<file path="src/rtc_defs.vh">
// constants of the modulo tick counter: register offsets, field positions,
// reset values and the prescaler divide values.
// assumes inclusion by bare name from the design files.
`ifndef RTC_DEFS_VH
`define RTC_DEFS_VH

// byte offsets on the apb bus
`define OFS_STATUS_CONTROL 12'h000
`define OFS_TICK_COUNT 12'h004
`define OFS_COMPARE_LIMIT 12'h008

// counter_status_control field positions
`define BIT_PERIODIC_FLAG 7
`define SRC_SEL_HI 6
`define SRC_SEL_LO 5
`define BIT_PERIODIC_IRQ_ENABLE 4
`define DIV_SEL_HI 3
`define DIV_SEL_LO 0

// reset values
`define RST_COMPARE_LIMIT 8'h00
`define RST_TICK_COUNT 8'h00
`define RST_SOURCE_SELECT 2'h0
`define RST_DIVIDER_SELECT 4'h0

// source select codes, code 2 and 3 both pick the internal reference
`define SRC_LOW_POWER 2'h0
`define SRC_EXTERNAL 2'h1

// divider select code that keeps the prescaler off
`define DIV_OFF 4'h0

// prescaler count width, large enough for the biggest divide value
`define DIV_W 18

// divide values with the low source select bit at 0
`define DIV0_1 18'h0_0008
`define DIV0_2 18'h0_0020
`define DIV0_3 18'h0_0040
`define DIV0_4 18'h0_0080
`define DIV0_5 18'h0_0100
`define DIV0_6 18'h0_0200
`define DIV0_7 18'h0_0400
`define DIV0_8 18'h0_0001
`define DIV0_9 18'h0_0002
`define DIV0_10 18'h0_0004
`define DIV0_11 18'h0_000a
`define DIV0_12 18'h0_0010
`define DIV0_13 18'h0_0064
`define DIV0_14 18'h0_01f4
`define DIV0_15 18'h0_03e8

// divide values with the low source select bit at 1
`define DIV1_1 18'h0_0400
`define DIV1_2 18'h0_0800
`define DIV1_3 18'h0_1000
`define DIV1_4 18'h0_2000
`define DIV1_5 18'h0_4000
`define DIV1_6 18'h0_8000
`define DIV1_7 18'h1_0000
`define DIV1_8 18'h0_03e8
`define DIV1_9 18'h0_07d0
`define DIV1_10 18'h0_1388
`define DIV1_11 18'h0_2710
`define DIV1_12 18'h0_4e20
`define DIV1_13 18'h0_c350
`define DIV1_14 18'h1_86a0
`define DIV1_15 18'h3_0d40

`endif

</file>
<file path="src/rtc_modulo_counter.v">
// top of the modulo tick counter: apb register slave, source selection,
// 8-bit tick counter with compare, periodic flag and interrupt request.
// assumes the three source clocks and debug_halt are synchronous to core_clk
// and that a source toggles slower than core_clk.
//
// How it works
// (RULE1) 8-bit up-counter compared against an 8-bit writable compare limit.
// (RULE2) compare limit accepts any value from 0x00 to 0xFF.
// (RULE3) counter advances per prescaler tick, wraps to zero on match, continues.
// (RULE4) on match the count clears and the flag sets in one step.
// (RULE5) flag sets when the count moves from the limit to zero.
// (RULE6) limit zero sets the flag on every prescaler tick.
// (RULE7) any compare limit write clears prescaler and counter.
// (RULE8) reset: counter stopped at zero, limit zero, prescaler off, low power source.
// (RULE9) divider select zero keeps prescaler off; software writes nonzero to start.
// (RULE10) source code 00 low power, 01 external, 10 or 11 internal reference.
// (RULE11) writing a different source select clears prescaler and counter.
// (RULE12) writing a different divider select clears prescaler and counter.
// (RULE13) divide ratio chosen by divider select and low source select bit.
// (RULE14) interrupt request while flag and irq enable are both set.
// (RULE15) writing one to the flag bit clears flag and request.
// (RULE16) binary and decimal divide value tables for each low source bit.
// (RULE17) counter readable any time, writes to it ignored.
// (RULE18) writing zero to the flag bit leaves it unchanged.
// (RULE19) debug halt freezes counting; resumes from held value.
// (RULE20) sources sampled in core_clk so resets and flag updates happen once.
//
// The register addresses and register access over APB were left to the implementer.
`timescale 1ns/1ps
`include "rtc_defs.vh"

module rtc_modulo_counter (
  input wire core_clk,
  input wire reset,
  input wire psel,
  input wire penable,
  input wire pwrite,
  input wire [11:0] paddr,
  input wire [31:0] pwdata,
  output reg [31:0] prdata,
  output reg pready,
  output reg pslverr,
  input wire low_power_osc_clock,
  input wire external_ref_clock,
  input wire internal_ref_clock,
  input wire debug_halt,
  output reg periodic_irq
);

  // control and status state
  reg [7:0] compare_limit;
  reg [7:0] tick_count; // RULE1
  reg [1:0] source_select;
  reg [3:0] divider_select;
  reg periodic_irq_enable;
  reg periodic_flag;
  reg low_prev;
  reg ext_prev;
  reg int_prev;
  reg held_tick;

  // combinational helpers
  reg source_rise;
  reg [31:0] read_value;
  reg mapped;
  reg next_flag;
  reg next_enable;
  wire prescale_tick;
  wire access_done;
  wire wr_status;
  wire wr_compare;
  wire new_source;
  wire new_divider;
  wire clear_all;
  wire source_edge;
  wire count_step;
  wire wrap;

  // ---------------- apb slave ----------------
  // no wait state: data is latched in the setup cycle and pready rises in
  // the first access cycle, so every transfer takes exactly two cycles
  assign access_done = psel & penable & pready;
  assign wr_status = access_done & pwrite & (paddr == `OFS_STATUS_CONTROL);
  assign wr_compare = access_done & pwrite & (paddr == `OFS_COMPARE_LIMIT);

  always @* begin
    read_value = 32'h0000_0000;
    mapped = 1'b1;
    case (paddr)
      `OFS_STATUS_CONTROL: begin
        read_value[`BIT_PERIODIC_FLAG] = periodic_flag;
        read_value[`SRC_SEL_HI:`SRC_SEL_LO] = source_select;
        read_value[`BIT_PERIODIC_IRQ_ENABLE] = periodic_irq_enable;
        read_value[`DIV_SEL_HI:`DIV_SEL_LO] = divider_select;
      end
      `OFS_TICK_COUNT: begin
        read_value[7:0] = tick_count; // RULE17
      end
      `OFS_COMPARE_LIMIT: begin
        read_value[7:0] = compare_limit;
      end
      default: begin
        mapped = 1'b0;
      end
    endcase
  end

  always @(posedge core_clk or posedge reset) begin
    if (reset) begin
      pready <= 1'b0;
      prdata <= 32'h0000_0000;
      pslverr <= 1'b0;
    end else if (access_done) begin
      pready <= 1'b0;
      pslverr <= 1'b0;
    end else if (psel && !penable) begin
      pready <= 1'b1;
      prdata <= pwrite ? 32'h0000_0000 : read_value;
      pslverr <= ~mapped;
    end
  end

  // ---------------- configuration ----------------
  // a write of the same source or divider code keeps the running count
  assign new_source = wr_status &&
    (pwdata[`SRC_SEL_HI:`SRC_SEL_LO] != source_select); // RULE11
  assign new_divider = wr_status &&
    (pwdata[`DIV_SEL_HI:`DIV_SEL_LO] != divider_select); // RULE12
  assign clear_all = wr_compare | new_source | new_divider; // RULE7

  always @(posedge core_clk or posedge reset) begin
    if (reset) begin
      compare_limit <= `RST_COMPARE_LIMIT; // RULE8
      source_select <= `RST_SOURCE_SELECT;
      divider_select <= `RST_DIVIDER_SELECT;
      periodic_irq_enable <= 1'b0;
    end else begin
      if (wr_compare) begin
        compare_limit <= pwdata[7:0]; // RULE2
      end
      if (wr_status) begin
        source_select <= pwdata[`SRC_SEL_HI:`SRC_SEL_LO];
        divider_select <= pwdata[`DIV_SEL_HI:`DIV_SEL_LO]; // RULE9
        periodic_irq_enable <= pwdata[`BIT_PERIODIC_IRQ_ENABLE];
      end
    end
  end

  // ---------------- source selection ----------------
  // each source keeps its own previous sample, so a switch compares the new
  // source with its own history and cannot invent an edge;
  // sources faster than half core_clk alias
  always @(posedge core_clk or posedge reset) begin
    if (reset) begin
      low_prev <= 1'b0;
      ext_prev <= 1'b0;
      int_prev <= 1'b0;
    end else begin
      low_prev <= low_power_osc_clock; // RULE20
      ext_prev <= external_ref_clock;
      int_prev <= internal_ref_clock;
    end
  end

  always @* begin
    case (source_select) // RULE10
      `SRC_LOW_POWER: source_rise = low_power_osc_clock & ~low_prev;
      `SRC_EXTERNAL: source_rise = external_ref_clock & ~ext_prev;
      default: source_rise = internal_ref_clock & ~int_prev;
    endcase
  end

  // a halted debugger freezes the prescaler as well as the counter
  assign source_edge = source_rise & ~debug_halt; // RULE19

  rtc_prescaler u_prescaler (
    .core_clk(core_clk),
    .reset(reset),
    .clear(clear_all),
    .source_edge(source_edge),
    .low_select(source_select[0]),
    .divider_select(divider_select),
    .tick(prescale_tick)
  );

  // ---------------- tick counter ----------------
  // a tick already in flight when the halt begins waits here, so the
  // prescaler period it closed is not lost and counting resumes in step
  always @(posedge core_clk or posedge reset) begin
    if (reset) begin
      held_tick <= 1'b0;
    end else if (clear_all || count_step) begin
      held_tick <= 1'b0;
    end else if (prescale_tick && debug_halt) begin
      held_tick <= 1'b1; // RULE19
    end
  end

  assign count_step = (prescale_tick | held_tick) & ~debug_halt & ~clear_all; // RULE19
  assign wrap = count_step & (tick_count == compare_limit); // RULE6

  always @(posedge core_clk or posedge reset) begin
    if (reset) begin
      tick_count <= `RST_TICK_COUNT; // RULE8
    end else if (clear_all) begin
      tick_count <= `RST_TICK_COUNT; // RULE7
    end else if (wrap) begin
      tick_count <= `RST_TICK_COUNT; // RULE4
    end else if (count_step) begin
      tick_count <= tick_count + 8'h01; // RULE3
    end
  end

  // ---------------- flag and request ----------------
  // a new wrap in the clearing cycle wins, so no period is lost
  always @* begin
    next_flag = periodic_flag;
    if (access_done && pwrite && paddr == `OFS_STATUS_CONTROL &&
        pwdata[`BIT_PERIODIC_FLAG]) begin
      next_flag = 1'b0; // RULE15
    end
    if (wrap) begin
      next_flag = 1'b1; // RULE5
    end
    next_enable = wr_status ? pwdata[`BIT_PERIODIC_IRQ_ENABLE] : periodic_irq_enable;
  end

  always @(posedge core_clk or posedge reset) begin
    if (reset) begin
      periodic_flag <= 1'b0;
      periodic_irq <= 1'b0;
    end else begin
      periodic_flag <= next_flag; // RULE18
      periodic_irq <= next_flag & next_enable; // RULE14
    end
  end

endmodule // rtc_modulo_counter

</file>
<file path="src/rtc_prescaler.v">
// prescaler: counts rising edges of the selected source and gives one
// tick pulse every divide value edges.
// assumes source_edge is a one-cycle pulse in the core_clk domain.
`timescale 1ns/1ps
`include "rtc_defs.vh"

module rtc_prescaler (
  input wire core_clk,
  input wire reset,
  input wire clear,
  input wire source_edge,
  input wire low_select,
  input wire [3:0] divider_select,
  output reg tick
);

  reg [`DIV_W-1:0] edge_count;
  reg [`DIV_W-1:0] divide_value;

  always @* begin
    divide_value = `DIV0_8;
    case ({low_select, divider_select}) // RULE13
      5'h01: divide_value = `DIV0_1; // RULE16
      5'h02: divide_value = `DIV0_2;
      5'h03: divide_value = `DIV0_3;
      5'h04: divide_value = `DIV0_4;
      5'h05: divide_value = `DIV0_5;
      5'h06: divide_value = `DIV0_6;
      5'h07: divide_value = `DIV0_7;
      5'h08: divide_value = `DIV0_8;
      5'h09: divide_value = `DIV0_9;
      5'h0a: divide_value = `DIV0_10;
      5'h0b: divide_value = `DIV0_11;
      5'h0c: divide_value = `DIV0_12;
      5'h0d: divide_value = `DIV0_13;
      5'h0e: divide_value = `DIV0_14;
      5'h0f: divide_value = `DIV0_15;
      5'h11: divide_value = `DIV1_1; // RULE16
      5'h12: divide_value = `DIV1_2;
      5'h13: divide_value = `DIV1_3;
      5'h14: divide_value = `DIV1_4;
      5'h15: divide_value = `DIV1_5;
      5'h16: divide_value = `DIV1_6;
      5'h17: divide_value = `DIV1_7;
      5'h18: divide_value = `DIV1_8;
      5'h19: divide_value = `DIV1_9;
      5'h1a: divide_value = `DIV1_10;
      5'h1b: divide_value = `DIV1_11;
      5'h1c: divide_value = `DIV1_12;
      5'h1d: divide_value = `DIV1_13;
      5'h1e: divide_value = `DIV1_14;
      5'h1f: divide_value = `DIV1_15;
      default: divide_value = `DIV0_8;
    endcase
  end

  always @(posedge core_clk or posedge reset) begin
    if (reset) begin
      edge_count <= {`DIV_W{1'b0}};
      tick <= 1'b0;
    end else if (clear || divider_select == `DIV_OFF) begin
      edge_count <= {`DIV_W{1'b0}}; // RULE9
      tick <= 1'b0;
    end else if (source_edge) begin
      if (edge_count == divide_value - {{(`DIV_W-1){1'b0}}, 1'b1}) begin
        edge_count <= {`DIV_W{1'b0}};
        tick <= 1'b1;
      end else begin
        edge_count <= edge_count + {{(`DIV_W-1){1'b0}}, 1'b1};
        tick <= 1'b0;
      end
    end else begin
      tick <= 1'b0;
    end
  end

endmodule // rtc_prescaler

</file>
<file path="config.mk">
export PLATFORM = sky130hd
export DESIGN_NAME = rtc_modulo_counter
export DESIGN_NICKNAME = d
export VERILOG_FILES = /design/src/rtc_modulo_counter.v /design/src/rtc_prescaler.v
export VERILOG_INCLUDE_DIRS = /design/src
export SDC_FILE = /design/constraint.sdc
export NUM_CORES = 1
export LEC_CHECK = 0
export BUFFER_PORTS_ARGS = -buffer_cell sky130_fd_sc_hd__buf_2
export CORE_MARGIN = 4
export CORE_UTILIZATION = 58
export CTS_BUF_LIST = sky130_fd_sc_hd__clkbuf_8
export DETAILED_ROUTE_END_ITERATION = 8
export PLACE_DENSITY = 0.84
export SLEW_MARGIN = 30
export SYNTH_ARGS = -nofsm -noshare
export SYNTH_HDL_FRONTEND = slang
export SYNTH_HIERARCHICAL = 1
export SYNTH_SLANG_ARGS = --single-unit
</file>
<file path="constraint.sdc">
create_clock -name core_clk -period 4.3 [get_ports core_clk]
set_clock_uncertainty 0.05 [all_clocks]
set_input_delay 0.645 -clock core_clk [delete_from_list [all_inputs] [get_ports core_clk]]
set_output_delay 0.645 -clock core_clk [all_outputs]
set_load 0.01 [all_outputs]
</file>
# Word-level counts from Yosys, hierarchy flattened
# Memory sizes are Yosys's and may differ from the RTL's.
# Index checks and enable logic that the tools add are counted.
# totals
ff_bits,82
romBits,576
inputBits,53
output_inout_bits,35
word_cells,91
n_memories,1
# classes
n_addsub,3
eq_ne,7
n_mux,22
bitwise,23
reduce_logical,19
# memory_table
name,words,word_bits,rd,rd_clocked_by_memory_dff,wr,line_no,source
(name not given),32,18,1,0,0,rtc_prescaler.v:22,"case ({low_select, divider_select})"
# ops
cell,n
$mux 18,3
$mux 8,4
$pmux 8 s3,1
$add 18x1->18 const B,1
$eq 18x18->1,1
$sub 18x1->18 const B,1
$and 1x1->1,13
$mux 1,13
$eq 12x3->1 const B,1
$eq 12x4->1 const B,1
$logic_not 12->1,1
$add 8x1->8 const B,1
$eq 8x8->1,1
$logic_and 1x1->1,7
$not 1->1,7
$reduce_bool 2->1,3
$logic_not 4->1,1
$ne 4x4->1,1
$or 1x1->1,3
$reduce_bool 3->1,1
$reduce_or 3->1,1
$eq 2x1->1 const B,1
$logic_not 2->1,1
$logic_or 1x1->1,2
other kinds (4),4

# Logic depth before layout (Yosys ltp)
# Gate-level depths: netlist of run 1.
# logic_depth
ltp_word,12
depth_mapped,15
depth_no_buf,13

# Cells and area by module
# Netlist of run 1, hierarchy kept.
# by_module_without_submodules
module,n_inst,cells_each,area_per_inst_um2,seq_area_each_um2
rtc_modulo_counter,1,212,2242.2,975.9
rtc_prescaler,1,288,2195.9,475.5

# Least setup slack after synthesis of run 1
# OpenSTA, ideal clock, no wires.
# synth_path
kind,reg2reg
from,register divider_select[0]
to,register u_prescaler.edge_count[2]
setup_ps,131
arrival_ps,3791
t_required_ps,4119
path_slack_ps,327
path_stages_with_launch,14
period_less_slack_ps,3973
path_cell_list,dfrtp_1 > inv_1 > ha_1 > clkbuf_1 > mux2i_1 > o2bb2ai_1 > or3_1 > or3_4 > o41a_1 > or4b_1 > a31oi_1 > o2111a_2 > nor4_1 > or3_1
# synth_via
elab_chain_len,6
# synth_lines
element,line_no,source
start: declaration,rtc_modulo_counter.v:54,reg [3:0] divider_select;
start signal: assignment,rtc_modulo_counter.v:135,divider_select <= `RST_DIVIDER_SELECT;
start signal: assignment,rtc_modulo_counter.v:143,divider_select <= pwdata[`DIV_SEL_HI:`DIV_SEL_LO];
$mem_v2 32x18,--,
$sub 18x1->18,rtc_prescaler.v:65,"if (edge_count == divide_value - {{(`DIV_W-1){1'b0}}, 1'b1}) begin"
$eq 18x18->1,rtc_prescaler.v:65,
$mux 18,rtc_prescaler.v:65,
$mux 18,rtc_prescaler.v:64,end else if (source_edge) begin
$mux 18,rtc_prescaler.v:61,end else if (clear || divider_select == `DIV_OFF) begin
end signal: assignment,rtc_prescaler.v:62,edge_count <= {`DIV_W{1'b0}};
end signal: assignment,rtc_prescaler.v:66,edge_count <= {`DIV_W{1'b0}};
end signal: assignment,rtc_prescaler.v:69,"edge_count <= edge_count + {{(`DIV_W-1){1'b0}}, 1'b1};"
end: declaration,rtc_prescaler.v:17,reg [`DIV_W-1:0] edge_count;
# Parallel ways exist; a longest one is shown, timed or not. The select of a mux whose other input is x is not followed.
# A chain may end at the register's enable or synchronous reset.

# Worst setup path after layout of run 1
# layout_path
from,register divider_select[1]
to,register u_prescaler.edge_count[2]
# Same word-level chain as after synthesis.

==> results.yml, run 1 <==
yosys:
  postSynthAreaPerCell_um2: 8.88
  synthCells: 500
  synth_seq_cells: 58
  netlist_area_um2: 4440
  synth-edff-count: 0
  yosys_most_used_dff: "dfrtp_1"
  synth-seq-area-share_pct: 32.7
  yosysUniqueCellTypes: 75
  ys_warn_count: 6
  synthArstFlopShare_pct: 100
placement:
  placed_area_um2: 4600
  io_buffers: 39
  post-place-ws_ps: 198
  dpl.hpwl_um: 7750
  place.gp.congestion: 0.885
timing:
  final_max_slew_viol_count: 0
  finalSetupViolCount: 0
  max_slew_margin_pct: 40.2
  final-hold-violation-count: 0
  fmax_mhz: 242
  finalCritPeriodShare_pct: 96.3
  setup_slack_ps: 160
  worst-slew-pin-transition_ps: 894
  fin_crit_ps: 4140
  rsz0062_at_grt: "no"
  final.setup.tns_ps: 0
  whs_ps: 362
cts:
  cts.repair.resized: 0
  cts_setup_buffers: 0
  cts_root_buf: "clkbuf_8"
  clk_path_buf_depth: 2
  ctsHoldBuffers: 0
  cts_tree: "yes"
  clock_latency_ps: 340
  clk_pin_slew_worst_paths_ps: 70
  clock-sinks: 58
  cts_buffers: 9
  h-tree-depth: 3
pwr:
  power_frac_comb_pct: 5.8
  p_clk_share_pct: 45.0
  swShare_pct: 24.3
  p_sw_w: 0.000272
  p_int_w: 0.000848
  p_per_area_nw_per_um2: 233
  peakVddDrop_uv: 217
  p_leak_nw: 2.10
  pwr-share-seq_pct: 49.2
critical_path:
  crit_arrival_ps: 4310
  ff2ff_setup_slack_ps: 160
  cp.required_ps: 4470
  r2r-start: "divider_select[1]$_DFFE_PP0P_"
  path_max_fanout: 7
  start_kind: "flop"
  critPathKind: "flop to flop"
  crit_start: "divider_select[1]$_DFFE_PP0P_"
  end_kind: "flop"
drt:
  vias: 3898
  drc: 0
  vias_per_cell: 6.11
  detail-route-antenna-nets: 0
  drt-initial-drc-count: 441
  routedWlPerCell_um: 16.6
  wirelength_um: 10600
  firstDrtPassIters: 5
global_route:
  grt_pass1_vias: 3699
  antenna_found_initial: 0
  grt_max_degree: 40
  grt-ovfl-total: 0
  grt_first_pass_wirelength_um: 17400
  grt_usage_pct: 24.3
layout:
  nNetsFinal: 596
  n_antenna_cell: 0
  nFillCells: 582
  drive_above_1_share_pct: 20.0
  multiInputGateArea_um2: 2700
  design_area_um2: 4810
  areaGrowthSynthToFinish_pct: 8.49
  regArea_um2: 1450
worst_hold_path:
  worstHoldPathType: "input port to async pin"
floorplanning:
  num_rows: 31
  io_pins: 88
  coreArea_um2: 7330
  fp.dieH_um: 95.5
  die_x_um: 95.5
  start_util_pct: 60.5
  die-area_um2: 9120
run_status:
  status: "finished, final reports clean"
job:
  maxCapViolCount: 0
-- worst paths after layout --
check,to,cells after the start
min in group core_clk,int_prev$_DFF_PP0_,1
hold reg to reg,prdata[1]$_DFFE_PP0P_,1
setup / recovery,u_prescaler/edge_count[2]$_DFFE_PP0P_,12
setup reg to reg,u_prescaler/edge_count[2]$_DFFE_PP0P_,12
max in group asynchronous,u_prescaler/edge_count[16]$_DFFE_PP0P_,2
hold / removal,int_prev$_DFF_PP0_,3
-- registers in the layout (all words and copies together) (netlist names), 2 cells and up --
signal	cells
compare_limit	8
u_prescaler/edge_count	18
source_select	2
prdata	8
divider_select	4
tick_count	8
-- critical path: stages, from the launching register on --
cell,delay [ps]
dfrtp_1,470
inv_1,150
ha_1,300
mux2i_1,160
o22ai_1,140
or3_1,360
or3_4,430
o41a_1,450
or4b_1,510
a31oi_2,250
o2111a_2,310
nor4_1,70
or3_1,370
-- routing by layer --
layer / GRT usage, % / vias to the layer above / part of all wire (%)
li1: - / 1822 / -
met1: 31.0 / 1886 / 42
met2: 40.7 / 159 / 50
met3: 4.26 / 31 / 6.2
met4: 9.60 / 0 / 2.1
met5: 0 / - / 0
-- placed cells by master, fill, tap and decap left out, types with 4 or more instances in the layout --
cell type  instances
dfrtp_1           56
nand2_1           44
buf_2             39
nor2_1            36
xnor2_1           31
nand3_1           30
conb_1            24
inv_1             18
o21ai_0           17
mux2_2            15
a21oi_1           15
mux2i_1           15
xor2_1            12
buf_4             11
clkbuf_8          10
nor3_1             9
ha_1               9
or3_1              8
nand4_1            7
nor4_1             7
or2_2              7
a221o_1            7
nor3b_1            6
nor2b_1            6
a211oi_1           5
and2_1             4
a21o_1             4
nand2b_1           4
nand3b_1           4
o311ai_1           4
-- stage by stage --
stage               total power [W]  instances  util [%]
global placement           0.000624        622      62.7
finish                      0.00112        638      65.7
floorplan                  0.000614        523         -
detailed placement         0.000626        622      62.8
global route                0.00116        638      65.7
CTS                         0.00113        638      65.4
-- final cells by class --
| cell class | instances | share of cell area (%) |
|---|---|---|
| tap | 99 | 2.57 |
| sequential | 58 | 30.2 |
| timing repair buffer | 50 | 5.77 |
| clock inverter | 6 | 1.20 |
| inverter | 18 | 1.40 |
| multi-input combinational | 397 | 56.0 |
| clock buffer | 10 | 2.86 |
-- synthesized netlist by cell type (all sizes together) (4+ instances only) --
master	number	area [µm²]
a211oi	5	37.5
a21o	4	30.0
a21oi	16	80.1
a221o	7	70.1
a31oi	4	25.0
and2	5	33.8
and3	4	26.3
buf	37	267
clkbuf	13	62.6
dfrtp	58	1450
ha	9	113
inv	18	67.6
mux2	15	169
mux2i	15	150
nand2	44	165
nand2b	4	25.0
nand3	31	160
nand3b	4	30.0
nand4	7	43.8
nor2	36	135
nor2b	6	37.5
nor3	9	45.0
nor3b	7	63.8
nor4	10	108
o21ai	18	90.1
o311ai	7	61.3
or2	7	43.8
or3	9	61.3
or4	4	33.8
xnor2	31	272
xor2	12	105
-- power by group through the flow --
stage / Clock, W / Sequential [W] / Combinational, W
2_1_floorplan: 0 / 0.000562 / 0.0000524
3_3_place_gp: 0 / 0.000561 / 0.0000629
3_5_place_dp: 0 / 0.000562 / 0.0000647
4_1_cts: 0.000509 / 0.000551 / 0.0000651
5_1_grt: 0.000537 / 0.000552 / 0.0000726
6_report: 0.000504 / 0.000551 / 0.0000653
-- cells by family (layout without fill, tap and decap cells) --
| logic type | after synthesis | count (layout) | share of synthesized area [%] |
|---|---|---|---|
| adder cells (fa/ha/maj) | 9 | 9 | 2.54 |
| AND/OR/NAND/NOR | 198 | 198 | 25.1 |
| flip-flops | 58 | 58 | 32.7 |
| buffers and inverters | 68 | 84 | 8.94 |
| other | 1 | 24 | 0.0845 |
| AO/OA/AOI/OAI | 93 | 93 | 14.9 |
| XOR/XNOR | 43 | 43 | 8.49 |
| multiplexers | 30 | 30 | 7.19 |
No activity file was read; power rests on OpenSTA's default activity.
==> run 2, diff against run 1 <==
--- a/config.mk
+++ b/config.mk
@@ -7,13 +7,12 @@
 export NUM_CORES = 1
 export LEC_CHECK = 0
 export BUFFER_PORTS_ARGS = -buffer_cell sky130_fd_sc_hd__buf_2
-export CORE_MARGIN = 4
-export CORE_UTILIZATION = 58
+export CORE_MARGIN = 1.5
+export CORE_UTILIZATION = 57
 export CTS_BUF_LIST = sky130_fd_sc_hd__clkbuf_8
 export DETAILED_ROUTE_END_ITERATION = 8
 export PLACE_DENSITY = 0.84
 export SLEW_MARGIN = 30
 export SYNTH_ARGS = -nofsm -noshare
 export SYNTH_HDL_FRONTEND = slang
-export SYNTH_HIERARCHICAL = 1
 export SYNTH_SLANG_ARGS = --single-unit
==> results.yml, run 2 <==
yosys:
  synth-seq-area-share_pct: 34.2
  yosys_most_used_dff: "dfrtp_1"
  postSynthAreaPerCell_um2: 8.98
  synth-edff-count: 0
  yosys-top-cells-count: "dfrtp_1 (58), nand2_1 (45), nor2_1 (42)"
  yosysUniqueCellTypes: 70
  netlist_area_um2: 4250
  ys_warn_count: 0
  synth_seq_cells: 58
  yosysTopAreaCell: "dfrtp_1"
  synthArstFlopShare_pct: 100
  synthCells: 473
  yosysMostFrequentCell: "dfrtp_1"
  yosysTopAreaCellShare_pct: 34.2
  yosys-top-cells-area: "dfrtp_1 (34%), xnor2_1 (5.2%), xor2_1 (5.2%), buf_4 (4.6%), nand2_1 (4.0%)"
critical_path:
  critPathKind: "flop to flop"
  r2r_cells: 11
  r2r-end: "u_prescaler.edge_count[3]$_DFFE_PP0P_"
  crit_arrival_ps: 3970
  r2r-start: "divider_select[1]$_DFFE_PP0P_"
  start_kind: "flop"
  end_kind: "flop"
  cp.required_ps: 4470
  path_max_fanout: 15
  ff2ff_setup_slack_ps: 500
timing:
  final.setup.tns_ps: 0
  final_max_slew_viol_count: 0
  setup_slack_ps: 503
  max_slew_margin_pct: 45.3
  finalCritPeriodShare_pct: 88.3
  finalSetupViolCount: 0
  worst-slew-pin-transition_ps: 814
  final-hold-violation-count: 0
  fmax_mhz: 263
  rsz0062_at_grt: "no"
  fin_crit_ps: 3800
  whs_ps: 259
job:
  maxCapViolCount: 0
layout:
  regMostFlops: "u_prescaler.edge_count"
  drive_above_1_share_pct: 16.1
  largest_reg_flops: 18
  n_antenna_cell: 0
  layout_commonest_cell: "dfrtp_1"
  final_cell_mix: "dfrtp_1 (58), nand2_1 (45), nor2_1 (42), buf_2 (39), o21ai_0 (26)"
  nNetsFinal: 571
  areaGrowthSynthToFinish_pct: 9.60
  stdcell_count: 613
drt:
  vias: 3650
  firstDrtPassIters: 5
  vias_per_cell: 5.95
  routedWlPerCell_um: 16.4
  drt-initial-drc-count: 282
  wirelength_um: 10000
  drc: 0
  detail-route-antenna-nets: 0
global_route:
  grt_pass1_vias: 3557
  grt_max_degree: 37
  grt_usage_pct: 27.5
  antenna_found_initial: 0
  grt-ovfl-total: 0
  grt_first_pass_wirelength_um: 16800
cts:
  clock_latency_ps: 340
  ctsHoldBuffers: 0
  cts_buffers: 9
  clk_pin_slew_worst_paths_ps: 70
  cts_root_buf: "clkbuf_8"
  cts_setup_buffers: 0
  h-tree-depth: 3
  clk_path_buf_depth: 2
  cts_tree: "yes"
  cts.repair.resized: 0
  clock-sinks: 58
placement:
  place.gp.congestion: 0.908
  dpl.hpwl_um: 7520
  post-place-ws_ps: 520
  placed_cells: 597
  io_buffers: 39
floorplanning:
  die-area_um2: 7980
  die_x_um: 89.3
  coreArea_um2: 7210
  start_util_pct: 58.9
  io_pins: 88
  num_rows: 31
  fp.dieH_um: 89.3
pwr:
  p_leak_nw: 2.23
  p_per_area_nw_per_um2: 287
  peakVddDrop_uv: 248
run_status:
  status: "finished, final reports clean"
worst_hold_path:
  worstHoldPathType: "input port to async pin"
[run 2: changes by cell type after synthesis, moves of 5 or more]
cell / before / now
nand3_1: 30 / 13
xor2_1: 12 / 25
o21ai_0: 17 / 27
a22o_1: 1 / 9
a221o_1: 7 / 0
inv_1: 17 / 11
nand2b_1: 4 / 10
nor2_1: 36 / 42
xnor2_1: 31 / 25
a21oi_1: 16 / 11
and3_1: 3 / 8
[run 2: worst max path at each step]
stage | end | start | slack [ps] | cells after the start
6_report | u_prescaler.edge_count[3]$_DFFE_PP0P_ | divider_select[1]$_DFFE_PP0P_ | 500 | 11
5_1_grt | u_prescaler.edge_count[12]$_DFFE_PP0P_ | divider_select[1]$_DFFE_PP0P_ | 320 | 11
4_1_cts | u_prescaler.edge_count[16]$_DFFE_PP0P_ | divider_select[1]$_DFFE_PP0P_ | 540 | 11
3_5_place_dp | u_prescaler.edge_count[9]$_DFFE_PP0P_ | divider_select[1]$_DFFE_PP0P_ | 520 | 11
3_3_place_gp | u_prescaler.edge_count[11]$_DFFE_PP0P_ | divider_select[1]$_DFFE_PP0P_ | 620 | 11
2_1_floorplan | u_prescaler.edge_count[6]$_DFFE_PP0P_ | divider_select[0]$_DFFE_PP0P_ | 1000 | 13
[run 2: power by group]
group | switching, W | internal, W | leakage, nW
clock | 0.000223 | 0.000415 | 0.127
sequential | 0.0000239 | 0.000564 | 0.769
combinational | 0.0000673 | 0.0000431 | 1.33
[run 2: routing by layer]
layer / track usage [%] / vias to the layer above / wire length (µm) / share of wire [%]
li1: - / 1723 / - / -
met1: 34.9 / 1760 / 4370 / 43
met2: 44.8 / 137 / 4800 / 48
met3: 6.00 / 30 / 558 / 5.6
met4: 12.6 / 0 / 317 / 3.2
met5: 0 / - / 0 / 0
[run 2: cells by family (layout without fill, tap and decap cells)]
logic type,count (synthesis),after routing,share of synthesized area [%]
adder cells (fa/ha/maj),9,9,2.65
AO/OA/AOI/OAI,89,89,15.4
multiplexers,25,25,6.21
buffers and inverters,52,70,7.48
other,1,24,0.0883
AND/OR/NAND/NOR,189,189,23.7
flip-flops,58,58,34.2
XOR/XNOR,50,50,10.3
[run 2: area by class of cell]
type                       count  area, µm²
multi-input combinational    386       2570
fill                         601       2560
sequential                    58       1450
timing repair buffer          42        218
clock buffer                  11        151
tap                           99        124
clock inverter                 5        101
inverter                      12       45.0
[run 2: per-stage QoR]
step / cell area (µm²) / util, % / total power (W)
3_3_place_gp: 4400 / 61.0 / 0.000698
4_1_cts: 4660 / 64.6 / 0.00134
2_1_floorplan: 4340 / - / 0.000682
5_1_grt: 4660 / 64.6 / 0.00138
6_report: 4660 / 64.6 / 0.00134
3_5_place_dp: 4400 / 61.0 / 0.000706
[run 2: worst max-delay path, stage by stage (launching register included)]
cell and delay, ps:
dfrtp_1 500, inv_1 190, ha_1 290, nand2b_1 150, o22ai_1 350, xnor2_1 200
or3b_1 370, a2111oi_1 590, o2111ai_1 260, nor3_1 230, a41o_2 400, nor2_1 90
==> run 3, diff against run 2 <==
--- a/config.mk
+++ b/config.mk
@@ -12,6 +12,7 @@
 export CTS_BUF_LIST = sky130_fd_sc_hd__clkbuf_8
 export DETAILED_ROUTE_END_ITERATION = 8
 export PLACE_DENSITY = 0.84
+export RECOVER_POWER = 50
 export SLEW_MARGIN = 30
 export SYNTH_ARGS = -nofsm -noshare
 export SYNTH_HDL_FRONTEND = slang
==> results.yml, run 3 (synthesis results as in run 2) <==
run_status:
  status: "finished, violations left"
  violations: "max-capacitance violations, max-slew violations"
layout:
  final_cell_mix: "dfrtp_1 (58), nand2_1 (45), nor2_1 (42), buf_2 (37), o21ai_0 (26)"
  layout_commonest_cell: "dfrtp_1"
  stdcell_count: 613
  drive_above_1_share_pct: 15.4
  regMostFlops: "u_prescaler.edge_count"
  largest_reg_flops: 18
  n_antenna_cell: 0
  nNetsFinal: 571
  utilization_pct: 64.5
  areaGrowthSynthToFinish_pct: 9.45
  nFillCells: 605
global_route:
  grt_max_degree: 37
  grt_usage_pct: 27.5
  grt-ovfl-total: 0
  antenna_found_initial: 0
  grt_first_pass_wirelength_um: 16800
  grt_pass1_vias: 3557
timing:
  final-hold-violation-count: 0
  rsz0062_at_grt: "no"
  worst-slew-pin-transition_ps: 1920
  final.setup.tns_ps: 0
  finalSetupViolCount: 0
  fmax_mhz: 259
  max_slew_margin_pct: -27.7
  fin_crit_ps: 3870
  final_max_slew_viol_count: 37
  finalCritPeriodShare_pct: 89.9
cts:
  h-tree-depth: 3
  clk_pin_slew_worst_paths_ps: 60
  cts_buffers: 9
  cts_tree: "yes"
  clk_path_buf_depth: 2
  clock-sinks: 58
  cts_root_buf: "clkbuf_8"
  ctsHoldBuffers: 0
  cts_setup_buffers: 0
  cts.repair.resized: 0
  clock_latency_ps: 340
drt:
  maxUsedRoutingLayer: "met4"
  vias: 3690
  vias_per_cell: 6.02
  dr_wl_met2_um: 4890
  wirelength_um: 10200
  detail-route-antenna-nets: 0
  drt-initial-drc-count: 315
  drc: 0
  routedWlPerCell_um: 16.6
  route.met3.wl_um: 569
  drt-met1-wl_um: 4390
  firstDrtPassIters: 5
pwr:
  p_leak_nw: 2.22
  peakVddDrop_uv: 248
  power_w: 0.00133
  p_per_area_nw_per_um2: 287
floorplanning:
  fp.dieH_um: 89.3
  start_util_pct: 58.9
  die-area_um2: 7980
  io_pins: 88
  die_x_um: 89.3
  num_rows: 31
  coreArea_um2: 7210
critical_path:
  ff2ff_setup_slack_ps: 430
  start_kind: "flop"
  crit_arrival_ps: 4030
  end_kind: "flop"
  path_max_fanout: 15
  critPathKind: "flop to flop"
  cp.required_ps: 4470
placement:
  placed_cells: 597
  place.gp.congestion: 0.908
  io_buffers: 39
  dpl.hpwl_um: 7520
worst_hold_path:
  worstHoldPathType: "input port to flop"
job:
  maxCapViolCount: 1
## run 3: cell types whose count changed in the layout (fill, tap and decap cells not counted), sizes merged
cell / previous run / this run
clkbuf: 11 / 14
buf: 42 / 39
## run 3: worst max-delay path: stages, from the launching register on
cell and delay, ps:
dfrtp_1 500, inv_1 190, ha_1 290, nand2b_1 150
o22ai_1 350, xnor2_1 200, or3b_1 370, a2111oi_1 650
o2111ai_1 260, nor3_1 230, a41o_2 400, nor2_1 90
## run 3: routing by layer
metal  track usage, %  vias to the layer above
met4             12.6                        0
met5                0                        -
met2             44.8                      146
li1                 -                     1718
met1             34.9                     1791
met3             6.00                       35
## run 3: metrics by stage
stage               hold WS, ps  setup slack, ps  cell area, µm²
detailed placement          436              520            4400
global placement            428              620            4400
floorplan                   417              997            4340
global route                368              321            4650
finish                      374              435            4650
CTS                         264              542            4660
## run 3: power breakdown
group / internal (W) / switching (W)
logic: 0.0000425 / 0.0000672
registers: 0.000564 / 0.0000240
clock network: 0.000415 / 0.000223
total: 0.00102 / 0.000314
## run 3: final timing paths
path / start / to / cells after the start
max: divider_select[1]$_DFFE_PP0P_ / u_prescaler.edge_count[3]$_DFFE_PP0P_ / 11
min: external_ref_clock / ext_prev$_DFF_PP0_ / 1
max reg2reg: divider_select[1]$_DFFE_PP0P_ / u_prescaler.edge_count[3]$_DFFE_PP0P_ / 11
min reg2reg: pslverr$_DFFE_PP0P_ / pslverr$_DFFE_PP0P_ / 1
max in group asynchronous: reset / compare_limit[1]$_DFFE_PP0P_ / 3
min in group asynchronous: reset / u_prescaler.edge_count[4]$_DFFE_PP0P_ / 2
## run 3: layout make-up
cell class	instances	area, µm²	area share, %
inverter	12	45.0	0.969
multi-input combinational	386	2570	55.2
tap	99	124	2.66
sequential	58	1450	31.2
clock inverter	5	101	2.18
timing repair buffer	42	211	4.55
clock buffer	11	151	3.26
